$ cat config.mk
export PLATFORM = sky130hd
export DESIGN_NAME = pcio_port
export DESIGN_NICKNAME = d
export VERILOG_FILES = /design/src/pcio_pkg.sv /design/src/pcio_irq_route.sv /design/src/pcio_port.sv
export SDC_FILE = /design/constraint.sdc
export NUM_CORES = 1
export LEC_CHECK = 0
export CORE_ASPECT_RATIO = 0.5
export CORE_MARGIN = 4
export CORE_UTILIZATION = 30
export DETAILED_ROUTE_END_ITERATION = 8
export DONT_BUFFER_PORTS = 1
export HOLD_SLACK_MARGIN = 0.15
export PLACE_DENSITY = 0.56
export SYNTH_ARGS = -nofsm -noshare
export SYNTH_HDL_FRONTEND = slang
export SYNTH_SLANG_ARGS = --single-unit
$ cat constraint.sdc
create_clock -name mclk -period 2.1 [get_ports mclk]
set_input_delay 0.315 -clock mclk [delete_from_list [all_inputs] [get_ports mclk]]
set_output_delay 0.315 -clock mclk [all_outputs]
set_load 0.01 [all_outputs]
$ cat src/pcio_pkg.sv
// Package with constants and carrier types for the I/O port decode block.
`default_nettype none
package pcio_pkg;
   localparam int          IO_ADDR_W      = 10;
   localparam logic [9:0]  BASE_RESET     = 10'h0300;
   localparam logic [9:0]  BASE_MAX       = 10'h03FC;
   localparam logic [1:0]  OFS_TIMER_DATA = 2'h0;
   localparam logic [1:0]  OFS_TIMER_CMD  = 2'h1;
   localparam logic [1:0]  OFS_DIG_IN     = 2'h2;
   localparam logic [1:0]  OFS_DIG_OUT    = 2'h3;
   localparam logic [7:0]  DOUT_RESET     = 8'h00;
   localparam logic [7:0]  DIN_RESET      = 8'h00;
   localparam logic [2:0]  IRQ_LVL_NONE   = 3'h0;
   localparam logic [2:0]  IRQ_LVL_MIN    = 3'h2;
   localparam logic [2:0]  IRQ_LVL_MAX    = 3'h7;
   localparam int          IRQ_LINES      = 6;

   typedef struct packed {
      logic [9:0] addr;
      logic [7:0] wdata;
      logic       rd;
      logic       wr;
   } pcio_req_t;

   typedef struct packed {
      logic [7:0] data;
      logic       cs_data;
      logic       cs_cmd;
      logic       rd;
      logic       wr;
   } pcio_tmr_t;
endpackage : pcio_pkg
`default_nettype wire

$ cat src/pcio_irq_route.sv
// Interrupt edge detection and routing onto one selected host level.
`default_nettype none
module pcio_irq_route
   import pcio_pkg::*;
#(
   parameter int LINES = 6
) (
   input  wire logic             mclk,
   input  wire logic             rst_n,
   input  wire logic             clk_en,
   input  wire logic             irq_in,
   input  wire logic             irq_enable_n,
   input  wire logic [2:0]       irq_level,
   output logic      [LINES-1:0] irq_out,
   output logic      [LINES-1:0] irq_oe
);
   import pcio_pkg::*;

   logic irq_in_d_r;
   logic irq_req_r;
   logic rise;
   logic en;

   assign rise = irq_in & ~irq_in_d_r;
   assign en   = ~irq_enable_n;

   always_ff @(posedge mclk or negedge rst_n) begin
      if (!rst_n) begin
         irq_in_d_r <= 1'b0;
         irq_req_r  <= 1'b0;
      end else if (clk_en) begin
         irq_in_d_r <= irq_in;
         // A rising edge raises the request; it falls again with the input.
         if (!en)
            irq_req_r <= 1'b0;
         else if (rise)
            irq_req_r <= 1'b1;
         else if (!irq_in)
            irq_req_r <= 1'b0;
      end
   end

   // Each level is driven only when enabled and selected; setting 0 drives none.
   always_ff @(posedge mclk or negedge rst_n) begin
      if (!rst_n) begin
         irq_out <= '0;
         irq_oe  <= '0;
      end else if (clk_en) begin
         for (int i = 0; i < LINES; i++) begin
            irq_oe[i]  <= en && (irq_level == 3'(i + 2));
            irq_out[i] <= en && (irq_level == 3'(i + 2)) && irq_req_r;
         end
      end
   end
endmodule : pcio_irq_route
`default_nettype wire

$ cat src/pcio_port.sv
// Top of the host I/O decode: four byte ports, digital I/O latches and interrupt routing.
`default_nettype none
module pcio_port
   import pcio_pkg::*;
#(
   parameter int          LINES      = IRQ_LINES,
   parameter logic [7:0]  BASE_SWITCH = BASE_RESET[9:2]
) (
   input  wire logic                  mclk,
   input  wire logic                  rst_n,
   input  wire logic                  clk_en,
   input  wire pcio_pkg::pcio_req_t   host_req,
   input  wire logic [7:0]            base_switch,
   input  wire logic                  base_switch_use,
   output logic      [7:0]            host_rdata,
   output logic                       host_rvalid,
   output pcio_pkg::pcio_tmr_t        timer_bus,
   input  wire logic [7:0]            timer_rdata,
   input  wire logic [7:0]            digital_input_bits,
   input  wire logic                  input_strobe,
   output logic      [7:0]            digital_output_bits,
   input  wire logic                  irq_in,
   input  wire logic                  irq_enable_n,
   input  wire logic [2:0]            irq_level,
   output logic      [LINES-1:0]      irq_out,
   output logic      [LINES-1:0]      irq_oe
);
   import pcio_pkg::*;

   logic [7:0] base_r;
   logic       base_loaded_r;
   logic [7:0] din_r;
   logic       strobe_d_r;
   logic       hit;
   logic       sel_data;
   logic       sel_cmd;
   logic       sel_din;
   logic       sel_dout;
   logic [7:0] rd_mux;

   // Upper bits match the switch, low bits pick the port; anything else is ignored.
   assign hit      = (host_req.addr[9:2] == base_r) && (host_req.rd ^ host_req.wr);
   assign sel_data = hit && (host_req.addr[1:0] == OFS_TIMER_DATA);
   assign sel_cmd  = hit && (host_req.addr[1:0] == OFS_TIMER_CMD);
   assign sel_din  = hit && (host_req.addr[1:0] == OFS_DIG_IN);
   assign sel_dout = hit && (host_req.addr[1:0] == OFS_DIG_OUT);

   // Only byte lanes exist, so each readable port answers with eight bits; the output port is not read back.
   assign rd_mux = (sel_data || sel_cmd) ? timer_rdata :
                   sel_din               ? din_r       : 8'h00;

   // The switch is sampled once after reset; aligned by construction.
   always_ff @(posedge mclk or negedge rst_n) begin
      if (!rst_n) begin
         base_r        <= BASE_RESET[9:2];
         base_loaded_r <= 1'b0;
      end else if (clk_en && !base_loaded_r) begin
         base_r        <= base_switch_use ? base_switch : BASE_SWITCH;
         base_loaded_r <= 1'b1;
      end
   end

   // Inputs are captured on a rising strobe so the host reads a stable byte.
   always_ff @(posedge mclk or negedge rst_n) begin
      if (!rst_n) begin
         din_r      <= DIN_RESET;
         strobe_d_r <= 1'b0;
      end else if (clk_en) begin
         strobe_d_r <= input_strobe;
         if (input_strobe && !strobe_d_r)
            din_r <= digital_input_bits;
      end
   end

   // Output latch holds its byte until the next write.
   always_ff @(posedge mclk or negedge rst_n) begin
      if (!rst_n)
         digital_output_bits <= DOUT_RESET;
      else if (clk_en && sel_dout && host_req.wr)
         digital_output_bits <= host_req.wdata;
   end

   // Timer strobes are registered pulses; a lingering host strobe holds them high for as long as it lasts.
   always_ff @(posedge mclk or negedge rst_n) begin
      if (!rst_n) begin
         timer_bus   <= '0;
         host_rdata  <= 8'h00;
         host_rvalid <= 1'b0;
      end else if (clk_en) begin
         timer_bus.data    <= host_req.wdata;
         timer_bus.cs_data <= sel_data;
         timer_bus.cs_cmd  <= sel_cmd;
         timer_bus.rd      <= (sel_data || sel_cmd) && host_req.rd;
         timer_bus.wr      <= (sel_data || sel_cmd) && host_req.wr;
         host_rdata        <= rd_mux;
         host_rvalid       <= hit && host_req.rd && !sel_dout;
      end
   end

   pcio_irq_route #(
      .LINES (LINES)
   ) u_irq (
      .mclk         (mclk),
      .rst_n        (rst_n),
      .clk_en       (clk_en),
      .irq_in       (irq_in),
      .irq_enable_n (irq_enable_n),
      .irq_level    (irq_level),
      .irq_out      (irq_out),
      .irq_oe       (irq_oe)
   );

   property p_out_hold;
      @(posedge mclk) disable iff (!rst_n)
      !(clk_en && sel_dout && host_req.wr) |=> $stable(digital_output_bits);
   endproperty
   a_out_hold: assert property (p_out_hold) else $error("Output latch changed.");

   property p_out_write;
      @(posedge mclk) disable iff (!rst_n)
      (clk_en && sel_dout && host_req.wr) |=> digital_output_bits == $past(host_req.wdata);
   endproperty
   a_out_write: assert property (p_out_write) else $error("Output write lost.");

   property p_miss;
      @(posedge mclk) disable iff (!rst_n)
      (clk_en && host_req.addr[9:2] != base_r) |=> !host_rvalid && !timer_bus.cs_data
         && !timer_bus.cs_cmd;
   endproperty
   a_miss: assert property (p_miss) else $error("Foreign address answered.");

   property p_din_read;
      @(posedge mclk) disable iff (!rst_n)
      (clk_en && sel_din && host_req.rd) |=> host_rvalid && host_rdata == $past(din_r);
   endproperty
   a_din_read: assert property (p_din_read) else $error("Input read wrong.");

   property p_cmd_sel;
      @(posedge mclk) disable iff (!rst_n)
      (clk_en && sel_cmd && host_req.wr) |=> timer_bus.cs_cmd && timer_bus.wr
         && !timer_bus.cs_data;
   endproperty
   a_cmd_sel: assert property (p_cmd_sel) else $error("Command write misrouted.");

   property p_rd_only;
      @(posedge mclk) disable iff (!rst_n)
      (clk_en && !host_req.rd) |=> !host_rvalid;
   endproperty
   a_rd_only: assert property (p_rd_only) else $error("Valid without read.");

   property p_out_rd;
      @(posedge mclk) disable iff (!rst_n)
      (clk_en && sel_dout && host_req.rd) |=> !host_rvalid && !timer_bus.rd;
   endproperty
   a_out_rd: assert property (p_out_rd) else $error("Output read answered.");

   property p_din_wr;
      @(posedge mclk) disable iff (!rst_n)
      (clk_en && sel_din && host_req.wr) |=> !timer_bus.cs_data && !timer_bus.cs_cmd
         && !host_rvalid;
   endproperty
   a_din_wr: assert property (p_din_wr) else $error("Input write accepted.");

   property p_data_rd;
      @(posedge mclk) disable iff (!rst_n)
      (clk_en && sel_data && host_req.rd) |=> timer_bus.cs_data && timer_bus.rd && host_rvalid
         && host_rdata == $past(timer_rdata);
   endproperty
   a_data_rd: assert property (p_data_rd) else $error("Data read misrouted.");

   property p_data_wr;
      @(posedge mclk) disable iff (!rst_n)
      (clk_en && sel_data && host_req.wr) |=> timer_bus.cs_data && timer_bus.wr
         && !timer_bus.cs_cmd && timer_bus.data == $past(host_req.wdata);
   endproperty
   a_data_wr: assert property (p_data_wr) else $error("Data write misrouted.");

   property p_stat_rd;
      @(posedge mclk) disable iff (!rst_n)
      (clk_en && sel_cmd && host_req.rd) |=> timer_bus.cs_cmd && timer_bus.rd && host_rvalid
         && host_rdata == $past(timer_rdata);
   endproperty
   a_stat_rd: assert property (p_stat_rd) else $error("Status read misrouted.");

   property p_din_take;
      @(posedge mclk) disable iff (!rst_n)
      (clk_en && input_strobe && !strobe_d_r) |=> din_r == $past(digital_input_bits);
   endproperty
   a_din_take: assert property (p_din_take) else $error("Input not captured.");

   property p_din_keep;
      @(posedge mclk) disable iff (!rst_n)
      (clk_en && !(input_strobe && !strobe_d_r)) |=> $stable(din_r);
   endproperty
   a_din_keep: assert property (p_din_keep) else $error("Input latch moved.");

   property p_base_keep;
      @(posedge mclk) disable iff (!rst_n)
      base_loaded_r |=> $stable(base_r);
   endproperty
   a_base_keep: assert property (p_base_keep) else $error("Base moved after load.");

   property p_irq_float;
      @(posedge mclk) disable iff (!rst_n)
      (clk_en && irq_enable_n) |=> irq_oe == '0;
   endproperty
   a_irq_float: assert property (p_irq_float) else $error("Driver on while disabled.");

   property p_irq_none;
      @(posedge mclk) disable iff (!rst_n)
      (clk_en && irq_level == IRQ_LVL_NONE) |=> irq_oe == '0;
   endproperty
   a_irq_none: assert property (p_irq_none) else $error("Inactive level drives.");

   property p_irq_edge;
      @(posedge mclk) disable iff (!rst_n)
      (clk_en && !irq_enable_n && irq_in && !$past(irq_in) && irq_level >= IRQ_LVL_MIN)
         ##1 (clk_en && !irq_enable_n && $stable(irq_level)) |=> irq_out != '0;
   endproperty
   a_irq_edge: assert property (p_irq_edge) else $error("Edge gave no request.");
endmodule : pcio_port
`default_nettype wire

After elaboration in Yosys (flattened, before gate mapping):

Index checks and enable logic that the tools add are counted.
W data, S select, Z words.

* logic and storage cells: 69
* bits in registers: 61
* input bits: 54
* output and inout bits: 41

* bitwise gates (word level): 4
* reductions and logical operators: 32
* mux-type cells: 6
* equal/unequal tests: 11

Operator list (number)
* $logic_and A1 B1 Y1: 25
* $mux W8: 3
* $eq A3 B3 Y1 const B: 4
* $eq A8 B8 Y1: 1
* $eq A3 B2 Y1 const B: 2
* $eq A2 B2 Y1 const B: 2
* $reduce_and A2 Y1: 2
* $logic_not A1 Y1: 3
* $mux W1: 3
* $ne A3 B1 Y1 const B: 1
* $eq A2 B1 Y1 const B: 1
* $logic_not A2 Y1: 1
* $not A1 Y1: 2
* $and A1 B1 Y1: 1
* $logic_or A1 B1 Y1: 1
* $xor A1 B1 Y1: 1

Depth between registers and ports, before layout:

Gate-level depths: netlist of run 1.

* depth after elaboration: 5
* gate-level depth with buffers: 5
* gate-level depth less buffers: 4

Modules after synthesis:

A second synthesis of run 1 with hierarchy kept.

* cells, all modules: 213
* area, all modules: 2566.2 um^2

Modules (own cells, without submodules)
* pcio_port: instances 1, sequential area each 1178.6 um^2, area an instance 1989.4 um^2, cells an instance 160
* pcio_irq_route: instances 1, sequential area each 350.3 um^2, area an instance 576.8 um^2, cells an instance 53

Worst setup path before layout of run 1:

No wires, ideal clock.

* kind: register to register
* start: register base_r[6]
* end: register digital_output_bits[0]
* path slack: 0.416 ns
* library setup time: 0.125 ns
* clock period less this slack: 1.684 ns
* data required time: 1.975 ns
* arrival time: 1.559 ns
* cell stages (with the launch flop): 5
* path through: dfstp_2 > xnor2_1 > nand2_1 > nor4_4 > mux2_2

* longest elaborated chain between the ends: 5

RTL lines
* start: declaration: RTL line pcio_port.sv:30 `logic [7:0] base_r;`
* start signal: assignment: RTL line pcio_port.sv:55 `base_r <= BASE_RESET[9:2];`
* start signal: assignment: RTL line pcio_port.sv:58 `base_r <= base_switch_use ? base_switch : BASE_SWITCH;`
* $eq A8 B8 Y1: RTL line pcio_port.sv:42 `assign hit = (host_req.addr[9:2] == base_r) && (host_req.rd ^ host_req.wr);`
* $logic_and A1 B1 Y1: RTL line pcio_port.sv:42
* $logic_and A1 B1 Y1: RTL line pcio_port.sv:46 `assign sel_dout = hit && (host_req.addr[1:0] == OFS_DIG_OUT);`
* $logic_and A1 B1 Y1 (2 in a row): RTL line pcio_port.sv:79 `else if (clk_en && sel_dout && host_req.wr)`
* end signal: assignment: RTL line pcio_port.sv:80 `digital_output_bits <= host_req.wdata;`
* end: declaration: RTL line pcio_port.sv:21 `output logic [7:0] digital_output_bits,`

No other way between the ends.
A chain may end at the register's enable or synchronous reset.

Final worst setup path of run 1:

* start: register base_r[2]
* end: register digital_output_bits[2]

Same word-level chain as after synthesis.

==> qor.yml, run 1 <==
global_routing:
  grt_pass1_wl_um: 10230
  grtUsageTotal_pct: 13.10
  gr-total-overflow: 0
  grt_max_degree: 62
  antenna_found_initial: 0
  grt_pass1_vias: 1944
hold_path:
  hp-class: "input port to register"
sta:
  clock.fmax_ghz: 0.5681
  final_hold_viol_count: 0
  rsz0062_at_grt: "no"
  slew_viol_final: 0
  setup_tns_ns: 0
  clock-skew-final_ns: 0.005774
  tightest_slew_ns: 0.6346
  post-route-period-util_pct: 83.83
  max_slew_margin_pct: 57.61
  layout_min_cycle_time_ns: 1.760
  setup_violations: 0
die:
  die_h_um: 73.43
  die_w_um: 138.9
  ios: 95
  start_util_pct: 31.43
  rows: 23
  die_area_mm2: 0.01020
  core_mm2: 0.008173
logic_synthesis:
  syn_inst: 226
  yosys.cell_types.count: 24
  synth_seq_cells: 61
  syn_avg_cell_area_um2: 11.37
  ys_seq_area_share_pct: 59.52
  ys_warn_count: 0
  synth_area_mm2: 0.002569
  syn_nets: 280
power_and_ir_drop:
  peakVddDrop_mv: 0.4083
  powerDensity_mw_per_mm2: 894.2
  total_power_w: 0.003008
  p_leak_nw: 1.438
routing:
  drtAntennaViolNets: 0
  post_drt_wl_per_cell_um: 16.91
  vias: 1772
  routed_wirelength_um: 6476
  via_per_inst: 4.627
  first_pass_iters: 4
  drc: 0
  drt_iter0_drc: 53
setup_path:
  cp_max_fo: 8
  cp-end-kind: "register"
  start_kind: "register"
  critPathArrivalTime_ns: 1.97
  cp_data_required_time_ns: 2.31
  criticalPathCategory: "register to register"
layout:
  final_common_cell: "dfrtp_1"
  area_delta_synth_final_pct: 30.98
  fin_nets: 320
  drive_above_1_share_pct: 17.71
  postLayoutCoreUtil_pct: 41.17
  diodes: 0
  fin_area_mm2: 0.003364
  final_cell_mix: "dfrtp_1, dlygate4sd3_1, inv_1"
placed_design:
  place.gp.congestion: 0.7646
  io_buffers: 0
  dpl.hpwl_um: 4218
  place_area_mm2: 0.002674
clock_tree:
  insertion_delay_ns: 0.32
  h-tree-depth: 3
  cts_buffers: 9
  path_clk_slew_ns: 0.05
  cts-root-buf: "clkbuf_16"
  cts_sinks: 61
  cts_tree: "yes"
  clk_path_buf_depth: 2
outcome:
  status: "finished, final reports clean"
flow_run:
  drv_cap: 0
[sequential cells by signal (all words and copies together), names as in the netlist]
register and count:
base_loaded_r 1, base_r 8, digital_output_bits 8, din_r 8, host_rdata 8, host_rvalid 1, strobe_d_r 1, timer_bus 12
u_irq.irq_in_d_r 1, u_irq.irq_oe 6, u_irq.irq_out 6, u_irq.irq_req_r 1
[stage by stage]
step | cells | hold slack (ns) | setup WS (ns)
6_report | 383 | 0.1672 | 0.3396
5_1_grt | 383 | 0.1594 | 0.2613
4_1_cts | 382 | 0.1558 | 0.3303
3_5_place_dp | 330 | 0.02045 | 0.3720
3_3_place_gp | 330 | 0.02083 | 0.4349
2_1_floorplan | 226 | 0.01941 | 0.4159
[area by class of cell]
type / count / area, um2
fillers: 779 / 4808
flip-flops and latches: 61 / 1529
multi-input cells: 125 / 880.8
repair buffers: 38 / 405.4
clock buffers: 11 / 242.7
well taps: 112 / 140.1
inverters: 31 / 116.4
clock inverters: 5 / 50.05
[power breakdown]
group	switching (W)	total, W	internal, W
Combinational	0.000112	0.000254	0.000142
Sequential	0.0000598	0.00132	0.00126
Clock	0.000494	0.00143	0.000941
Total	0.000666	0.00301	0.00234
[synth_stat cells]
master	instances	area share [%]
buf_6	1	0.44
nor2b_1	12	2.9
clkbuf_1	6	0.88
inv_1	31	4.5
nand3_1	3	0.58
nand4_1	2	0.49
o32ai_1	4	1.4
o22ai_1	18	4.4
buf_2	1	0.19
nand2b_1	2	0.49
nor3b_1	1	0.29
xnor2_1	8	2.7
nand3b_1	3	0.88
buf_1	1	0.15
xor2_1	1	0.34
mux2_2	25	11
nor4_4	1	0.83
dfstp_2	2	2.0
dfrtp_1	59	57
or2_2	1	0.24
or3_4	1	0.44
o21ai_0	12	2.3
a21oi_1	10	1.9
nand2_1	21	3.1
[critical path, cell delays in order, from the launching register on]
cell	delay, ns
dfrtp_1	0.40
xnor2_1	0.17
nand4_1	0.20
nor4_4	0.31
buf_4	0.22
mux2_2	0.35
[routing by layer]
metal	GRT usage, %	part of all wire [%]	up-vias
met4	5.206	1.1	0
met3	5.397	5.8	6
met1	13.85	40	892
li1	-	-	838
met5	0	0	-
met2	23.86	54	36
[timing repair]
item                                   in CTS  in global routing
endpoints found under the hold margin     120                  1
buffers inserted                            0                  0
resized for setup                           0                  0
hold buffers                               36                  1
[worst paths after layout]
path | from | end | slack, ns | cells past startpoint
min | base_switch_use | base_r[2]$_DFFE_PN0P_ | 0.17 | 2
max reg2reg | base_r[2]$_DFFE_PN0P_ | digital_output_bits[2]$_DFFE_PN0P_ | 0.34 | 5
max in group asynchronous | rst_n | base_r[6]$_DFFE_PN1P_ | 1.24 | 2
max | base_r[2]$_DFFE_PN0P_ | digital_output_bits[2]$_DFFE_PN0P_ | 0.34 | 5
min reg2reg | base_loaded_r$_DFFE_PN0P_ | base_loaded_r$_DFFE_PN0P_ | 0.45 | 1
min in group asynchronous | rst_n | u_irq.irq_oe[3]$_DFFE_PN0P_ | 0.54 | 2
[logic make-up after synthesis]
kind of cell,share of synthesized area (%)
AND/OR/NAND/NOR,10.23
XOR/XNOR,3.069
flip-flops,59.52
buffers and inverters,6.186
AO/OA/AOI/OAI,10.03
multiplexers,10.96
Power figures use the tool's default switching activity.
==> inputs of run 2 (changes only) <==
==> constraint.sdc (replaced) <==
create_clock -name mclk -period 1.8 [get_ports mclk]
set_input_delay 0.27 -clock mclk [delete_from_list [all_inputs] [get_ports mclk]]
set_output_delay 0.27 -clock mclk [all_outputs]
set_load 0.01 [all_outputs]
==> run 2 against run 1 <==
The run now ends with setup timing left. Non-clock buffer count up 4. Die area unchanged. Clock power up 9.8%. Power up 14%. Largest power group unchanged.
==> qor.yml, run 2 (same netlist as run 1, synthesis figures left out) <==
sta:
  clock-skew-final_ns: 0.004490  # was 0.005774 ns
  setup_violations: 7  # was 0
  setup_ws_ns: -0.005623  # was 0.3396 ns
  rsz0062_at_grt: "yes"  # was no
  clock.fmax_ghz: 0.5538  # was 0.5681 GHz
  setup_tns_ns: -0.01691  # was 0 ns
  slew_viol_final: 0  # unchanged
  final_hold_viol_count: 0  # unchanged
  hold_slack_ns: 0.1615  # was 0.1672 ns
  max_slew_margin_pct: 58.60  # was 57.61%
  layout_min_cycle_time_ns: 1.806  # was 1.760 ns
  tightest_slew_ns: 0.6197  # was 0.6346 ns
  post-route-period-util_pct: 100.3  # was 83.83%
layout:
  fin_nets: 324  # was 320
  regMostFlops: "timer_bus"  # unchanged
  diodes: 0  # unchanged
  final_cell_mix: "dfrtp_1, dlygate4sd3_1, inv_1"  # unchanged
  postLayoutCoreUtil_pct: 41.79  # was 41.17%
  final_common_cell: "dfrtp_1"  # unchanged
  fillCellCount: 782  # was 779
  layoutNonFillerInstCount: 386  # was 383
  area_delta_synth_final_pct: 32.98  # was 30.98%
  drive_above_1_share_pct: 18.61  # was 17.71%
  largest_reg_flops: 12  # unchanged
setup_path:
  slowest_delay_ns: 0.53  # was 0.40 ns
  worstPathCellList: "xnor2_1, nand4_1, nor4_4, buf_6, mux2_2"  # was xnor2_1, nand4_1, nor4_4, buf_4, mux2_2
  r2r_start: "base_r[7]$_DFFE_PN1P_"  # was base_r[2]$_DFFE_PN0P_
  crit_buf_inv: 1  # unchanged
  worst-r2r-cell-count: 5  # unchanged
  critPathArrivalTime_ns: 2.01  # was 1.97 ns
  cp_max_fo: 8  # unchanged
  start_kind: "register"  # unchanged
  r2r_slack_ns: -0.006  # was 0.34 ns
  worst_path_max_delay_cell: "dfstp_2"  # was dfrtp_1
  critical-path-top-delay-family: "flip-flops"  # was simple AND/OR/NAND/NOR gates
  cp-end-kind: "register"  # unchanged
  r2r-end: "digital_output_bits[6]$_DFFE_PN0P_"  # was digital_output_bits[2]$_DFFE_PN0P_
  cp_data_required_time_ns: 2.00  # was 2.31 ns
  criticalPathCategory: "register to register"  # unchanged
hold_path:
  hp-class: "input port to register"  # unchanged
  hold_depth: 2  # unchanged
  holdCritStartpoint: "base_switch_use"  # unchanged
  holdPathEnd: "base_r[6]$_DFFE_PN1P_"  # was base_r[2]$_DFFE_PN0P_
routing:
  first_pass_iters: 4  # unchanged
  wl_met2_um: 3336  # was 3472 um
  vias: 1800  # was 1,772
  drtAntennaViolNets: 0  # unchanged
  routed_wirelength_um: 6270  # was 6476 um
  m1WireLength_um: 2470  # was 2559 um
  via_per_inst: 4.663  # was 4.627
  drc: 0  # unchanged
  routed.top_layer: "met4"  # unchanged
  post_drt_wl_per_cell_um: 16.24  # was 16.91 um
  drt_iter0_drc: 71  # was 53
  met3_wirelength_um: 341  # was 374 um
clock_tree:
  path_clk_slew_ns: 0.05  # about the same
  insertion_delay_ns: 0.32  # about the same
  cts_tree: "yes"  # unchanged
  cts-root-buf: "clkbuf_16"  # unchanged
  clk_path_buf_depth: 2  # unchanged
  cts_buffers: 9  # unchanged
  cts_sinks: 61  # unchanged
  h-tree-depth: 3  # unchanged
die:
  start_util_pct: 31.43  # unchanged
  die_w_um: 138.9  # unchanged
  die_area_mm2: 0.01020  # unchanged
  rows: 23  # unchanged
  ios: 95  # unchanged
  core_mm2: 0.008173  # unchanged
  die_h_um: 73.43  # unchanged
global_routing:
  antenna_found_initial: 0  # unchanged
  gr-total-overflow: 0  # unchanged
  grt_pass1_vias: 1919  # was 1,944
  grt_max_degree: 62  # unchanged
  grt_pass1_wl_um: 9873  # was 10,230 um
  grtUsageTotal_pct: 12.40  # was 13.10%
placed_design:
  dpl.hpwl_um: 4123  # was 4218 um
  place.gp.congestion: 0.7784  # was 0.7646
  io_buffers: 0  # unchanged
  dpl.cell_count: 330  # unchanged
flow_run:
  drv_cap: 0  # unchanged
power_and_ir_drop:
  p_leak_nw: 1.448  # was 1.438 nW
  total_power_w: 0.003424  # was 0.003008 W
  powerDensity_mw_per_mm2: 1002  # was 894.2 mW/mm2
  peakVddDrop_mv: 0.4450  # was 0.4083 mV
outcome:
  status: "finished with violations"  # was finished, final reports clean
  violations: "setup timing"
## run 2: cell types whose count changed in the layout (fill, tap and decap cells not counted), sizes merged
cell and change:
clkinv -3, buf +2, clkbuf +3, dlygate4sd3 +2, bufinv -1
## run 2: worst max-delay path by stage
stage / to / start / slack (ns) / cells after the start
3_3_place_gp: digital_output_bits[5]$_DFFE_PN0P_ / base_r[6]$_DFFE_PN1P_ / 0.14 / 5
3_5_place_dp: digital_output_bits[6]$_DFFE_PN0P_ / base_r[0]$_DFFE_PN0P_ / 0.09 / 5
6_report: digital_output_bits[6]$_DFFE_PN0P_ / base_r[7]$_DFFE_PN1P_ / -0.006 / 5
5_1_grt: digital_output_bits[5]$_DFFE_PN0P_ / base_r[7]$_DFFE_PN1P_ / -0.07 / 5
2_1_floorplan: digital_output_bits[0]$_DFFE_PN0P_ / base_r[6]$_DFFE_PN1P_ / 0.12 / 4
4_1_cts: digital_output_bits[3]$_DFFE_PN0P_ / base_r[0]$_DFFE_PN0P_ / 0.07 / 5
## run 2: final cells by class
cell class	instances	area, um2	area share, %
clock buffers	14	274.0	8.022
repair buffers	42	444.2	13.00
flip-flops and latches	61	1529	44.76
multi-input cells	125	907.1	26.56
well taps	112	140.1	4.103
clock inverters	1	5.005	0.1465
inverters	31	116.4	3.407
## run 2: worst register-to-register path, cell delays in order, from the launching register on
cell and delay [ns]:
dfstp_2 0.53, xnor2_1 0.11, nand4_1 0.18, nor4_4 0.34, buf_6 0.19, mux2_2 0.34
## run 2: power by group
part           switching (W)  internal, W  total, W  leakage [nW]
Combinational       0.000134     0.000177  0.000312         0.516
Clock               0.000539      0.00103   0.00157         0.139
Sequential         0.0000705      0.00147   0.00154         0.793
## run 2: metal layers
layer	track usage (%)	vias up
met5	0	-
met4	5.857	0
met3	5.007	9
met2	21.92	41
met1	13.31	900
li1	-	850
## run 2: timing repair
action / in CTS / in global routing
buffers inserted: 0 / 2
endpoints found under the hold margin: 122 / 0
hold buffers: 39 / 0
gates resized for setup: 0 / 5
endpoints found under the setup margin: 0 / 8
## run 2: per-stage QoR
step                      setup slack, ns  instance area (um2)
after CTS                         0.07163                 3371
after detailed placement          0.08830                 2674
final                           -0.005623                 3416
after global routing             -0.06938                 3416
after global placement             0.1350                 2674
after floorplan                    0.1159                 2569
==> inputs of run 3 (changes only) <==
--- a/config.mk
+++ b/config.mk
@@ -10,8 +10,8 @@
 export CORE_UTILIZATION = 30
 export DETAILED_ROUTE_END_ITERATION = 8
 export DONT_BUFFER_PORTS = 1
-export HOLD_SLACK_MARGIN = 0.15
 export PLACE_DENSITY = 0.56
 export SYNTH_ARGS = -nofsm -noshare
 export SYNTH_HDL_FRONTEND = slang
 export SYNTH_SLANG_ARGS = --single-unit
+export TNS_END_PERCENT = 50
==> run 3 against run 2 <==
Final cell count is 9.6% lower. Die area unchanged. Critical endpoint is now digital_output_bits[3]$_DFFE_PN0P_. Global-route usage is 1.2 points lower. Combinational power shrank 30%. Highest routed layer unchanged. Setup slack better by 0.0092 ns. Critical path type unchanged. Core utilization decreased by 4.7 points. The run now ends clean. Critical path depth unchanged. Non-clock buffer count is 37 lower. Flip-flop and latch count is the same. Maximum frequency grew 0.51%.
==> qor.yml, run 3 (same netlist as run 1, synthesis figures left out) <==
placed_design:
  place.gp.congestion: 0.7784  # unchanged
  io_buffers: 0  # unchanged
  pre_cts_ws_ns: 0.08830  # unchanged
  dpl.cell_count: 330  # unchanged
  dpl.hpwl_um: 4123  # unchanged
clock_tree:
  h-tree-depth: 3  # unchanged
  cts_tree: "yes"  # unchanged
  clk_path_buf_depth: 2  # unchanged
  insertion_delay_ns: 0.32  # about the same
  cts_sinks: 61  # unchanged
  path_clk_slew_ns: 0.05  # about the same
  cts_buffers: 9  # unchanged
  cts-root-buf: "clkbuf_16"  # unchanged
layout:
  postLayoutCoreUtil_pct: 37.09  # was 41.79%
  final_cell_mix: "dfrtp_1, inv_1, mux2_2"  # was dfrtp_1, dlygate4sd3_1, inv_1
  diodes: 0  # unchanged
  area_delta_synth_final_pct: 18.02  # was 32.98%
  final_common_cell: "dfrtp_1"  # unchanged
  layoutNonFillerInstCount: 349  # was 386
  drive_above_1_share_pct: 21.10  # was 18.61%
  largest_reg_flops: 12  # unchanged
  fin_nets: 287  # was 324
  regMostFlops: "timer_bus"  # unchanged
hold_path:
  hp-class: "input port to register"  # unchanged
outcome:
  status: "finished, final reports clean"  # was finished with violations
sta:
  post-route-period-util_pct: 99.80  # was 100.3%
  setup_ws_ns: 0.003552  # was -0.005623 ns
  max_slew_margin_pct: 58.00  # was 58.60%
  slew_viol_final: 0  # unchanged
  setup_violations: 0  # was 7
  clock-skew-final_ns: 0.004319  # was 0.004490 ns
  tightest_slew_ns: 0.6286  # was 0.6197 ns
  final_hold_viol_count: 0  # unchanged
  rsz0062_at_grt: "yes"  # unchanged
  setup_tns_ns: 0  # was -0.01691 ns
  clock.fmax_ghz: 0.5567  # was 0.5538 GHz
  layout_min_cycle_time_ns: 1.796  # was 1.806 ns
die:
  die_w_um: 138.9  # unchanged
  start_util_pct: 31.43  # unchanged
  core_mm2: 0.008173  # unchanged
  die_h_um: 73.43  # unchanged
  die_area_mm2: 0.01020  # unchanged
  rows: 23  # unchanged
  ios: 95  # unchanged
setup_path:
  critPathArrivalTime_ns: 1.99  # was 2.01 ns
  worst_path_max_delay_cell: "dfstp_2"  # unchanged
  critical-path-top-delay-family: "flip-flops"  # unchanged
  r2r-end: "digital_output_bits[3]$_DFFE_PN0P_"  # was digital_output_bits[6]$_DFFE_PN0P_
  r2r_slack_ns: 0.004  # was -0.006 ns
  crit_path_end: "digital_output_bits[3]$_DFFE_PN0P_"  # was digital_output_bits[6]$_DFFE_PN0P_
  slowest_delay_ns: 0.53  # about the same
  criticalPathCategory: "register to register"  # unchanged
  cp.depth: 5  # unchanged
  worst-r2r-cell-count: 5  # unchanged
  crit_buf_inv: 1  # unchanged
  cp_data_required_time_ns: 2.00  # about the same
  start_kind: "register"  # unchanged
  crit_start: "base_r[7]$_DFFE_PN1P_"  # unchanged
  cp_max_fo: 8  # unchanged
  r2r_start: "base_r[7]$_DFFE_PN1P_"  # unchanged
  worstPathCellList: "xnor2_1, nand4_1, nor4_4, buf_6, mux2_2"  # unchanged
  cp-end-kind: "register"  # unchanged
flow_run:
  drv_cap: 0  # unchanged
routing:
  post_drt_wl_per_cell_um: 16.25  # was 16.24 um
  first_pass_iters: 4  # unchanged
  vias: 1632  # was 1,800
  via_per_inst: 4.676  # was 4.663
  drtAntennaViolNets: 0  # unchanged
  drt_iter0_drc: 68  # was 71
  drc: 0  # unchanged
  routed_wirelength_um: 5671  # was 6270 um
global_routing:
  grt_pass1_vias: 1733  # was 1,919
  gr-total-overflow: 0  # unchanged
  grt_pass1_wl_um: 8914  # was 9873 um
  grt_max_degree: 62  # unchanged
  grtUsageTotal_pct: 11.22  # was 12.40%
  antenna_found_initial: 0  # unchanged
power_and_ir_drop:
  p_leak_nw: 1.287  # was 1.448 nW
  powerDensity_mw_per_mm2: 1097  # was 1002 mW/mm2
  total_power_w: 0.003326  # was 0.003424 W
  peakVddDrop_mv: 0.4418  # was 0.4450 mV
run 3: cell count changes in the layout (fill, tap and decap cells not counted), sizes merged:
cell / before / now
dlygate4sd3: 37 / 1
buf: 5 / 4
run 3: where the power goes:
group / total (W) / internal (W) / leakage, nW / switching, W
Combinational: 0.000218 / 0.000120 / 0.355 / 0.0000978
Sequential: 0.00154 / 0.00147 / 0.793 / 0.0000686
Clock: 0.00157 / 0.00103 / 0.139 / 0.000537
Total: 0.00333 / 0.00262 / 1.29 / 0.000703
run 3: area by class of cell:
| type | instances | area [um2] |
|---|---|---|
| Tap cell | 112 | 140.1 |
| Inverter | 31 | 116.4 |
| Sequential cell | 61 | 1529 |
| Fill cell | 801 | 5141 |
| Timing Repair Buffer | 5 | 63.81 |
| Clock buffer | 14 | 274.0 |
| Clock inverter | 1 | 5.005 |
| Multi-Input combinational cell | 125 | 903.4 |
run 3: worst min path at each step:
stage / start / to / slack, ns / cells past startpoint
after floorplan: rst_n / base_loaded_r$_DFFE_PN0P_ / -0.03 / 0
after global placement: rst_n / u_irq.irq_oe[5]$_DFFE_PN0P_ / -0.02 / 0
after detailed placement: rst_n / u_irq.irq_oe[2]$_DFFE_PN0P_ / -0.02 / 0
after CTS: irq_level[0] / u_irq.irq_oe[0]$_DFFE_PN0P_ / 0.02 / 1
after global routing: clk_en / timer_bus[3]$_DFFE_PN0P_ / 0.03 / 1
final: irq_level[0] / u_irq.irq_oe[0]$_DFFE_PN0P_ / 0.04 / 1
run 3: what timing repair did:
item / in CTS / in global routing
buffers inserted: 0 / 2
endpoints found under the hold margin: 61 / 0
endpoints found under the setup margin: 0 / 8
hold buffers: 2 / 0
resized for setup: 0 / 4
run 3: routing by layer:
metal,GRT usage (%),wire length [um]
met4,4.989,72
met5,0,0
met3,5.852,404
met2,19.24,2955
met1,11.80,2239
run 3: per-stage QoR:
step / instance area [um2] / hold WS [ns]
floorplan: 2569 / -0.02559
global placement: 2674 / -0.02417
detailed placement: 2674 / -0.02453
CTS: 2990 / 0.02104
global route: 3032 / 0.03216
finish: 3032 / 0.03624
run 3: worst reg2reg max path: stages, from the launching register on:
cell and delay (ns):
dfstp_2 0.53, xnor2_1 0.11, nand4_1 0.18, nor4_4 0.34
buf_6 0.18, mux2_2 0.34
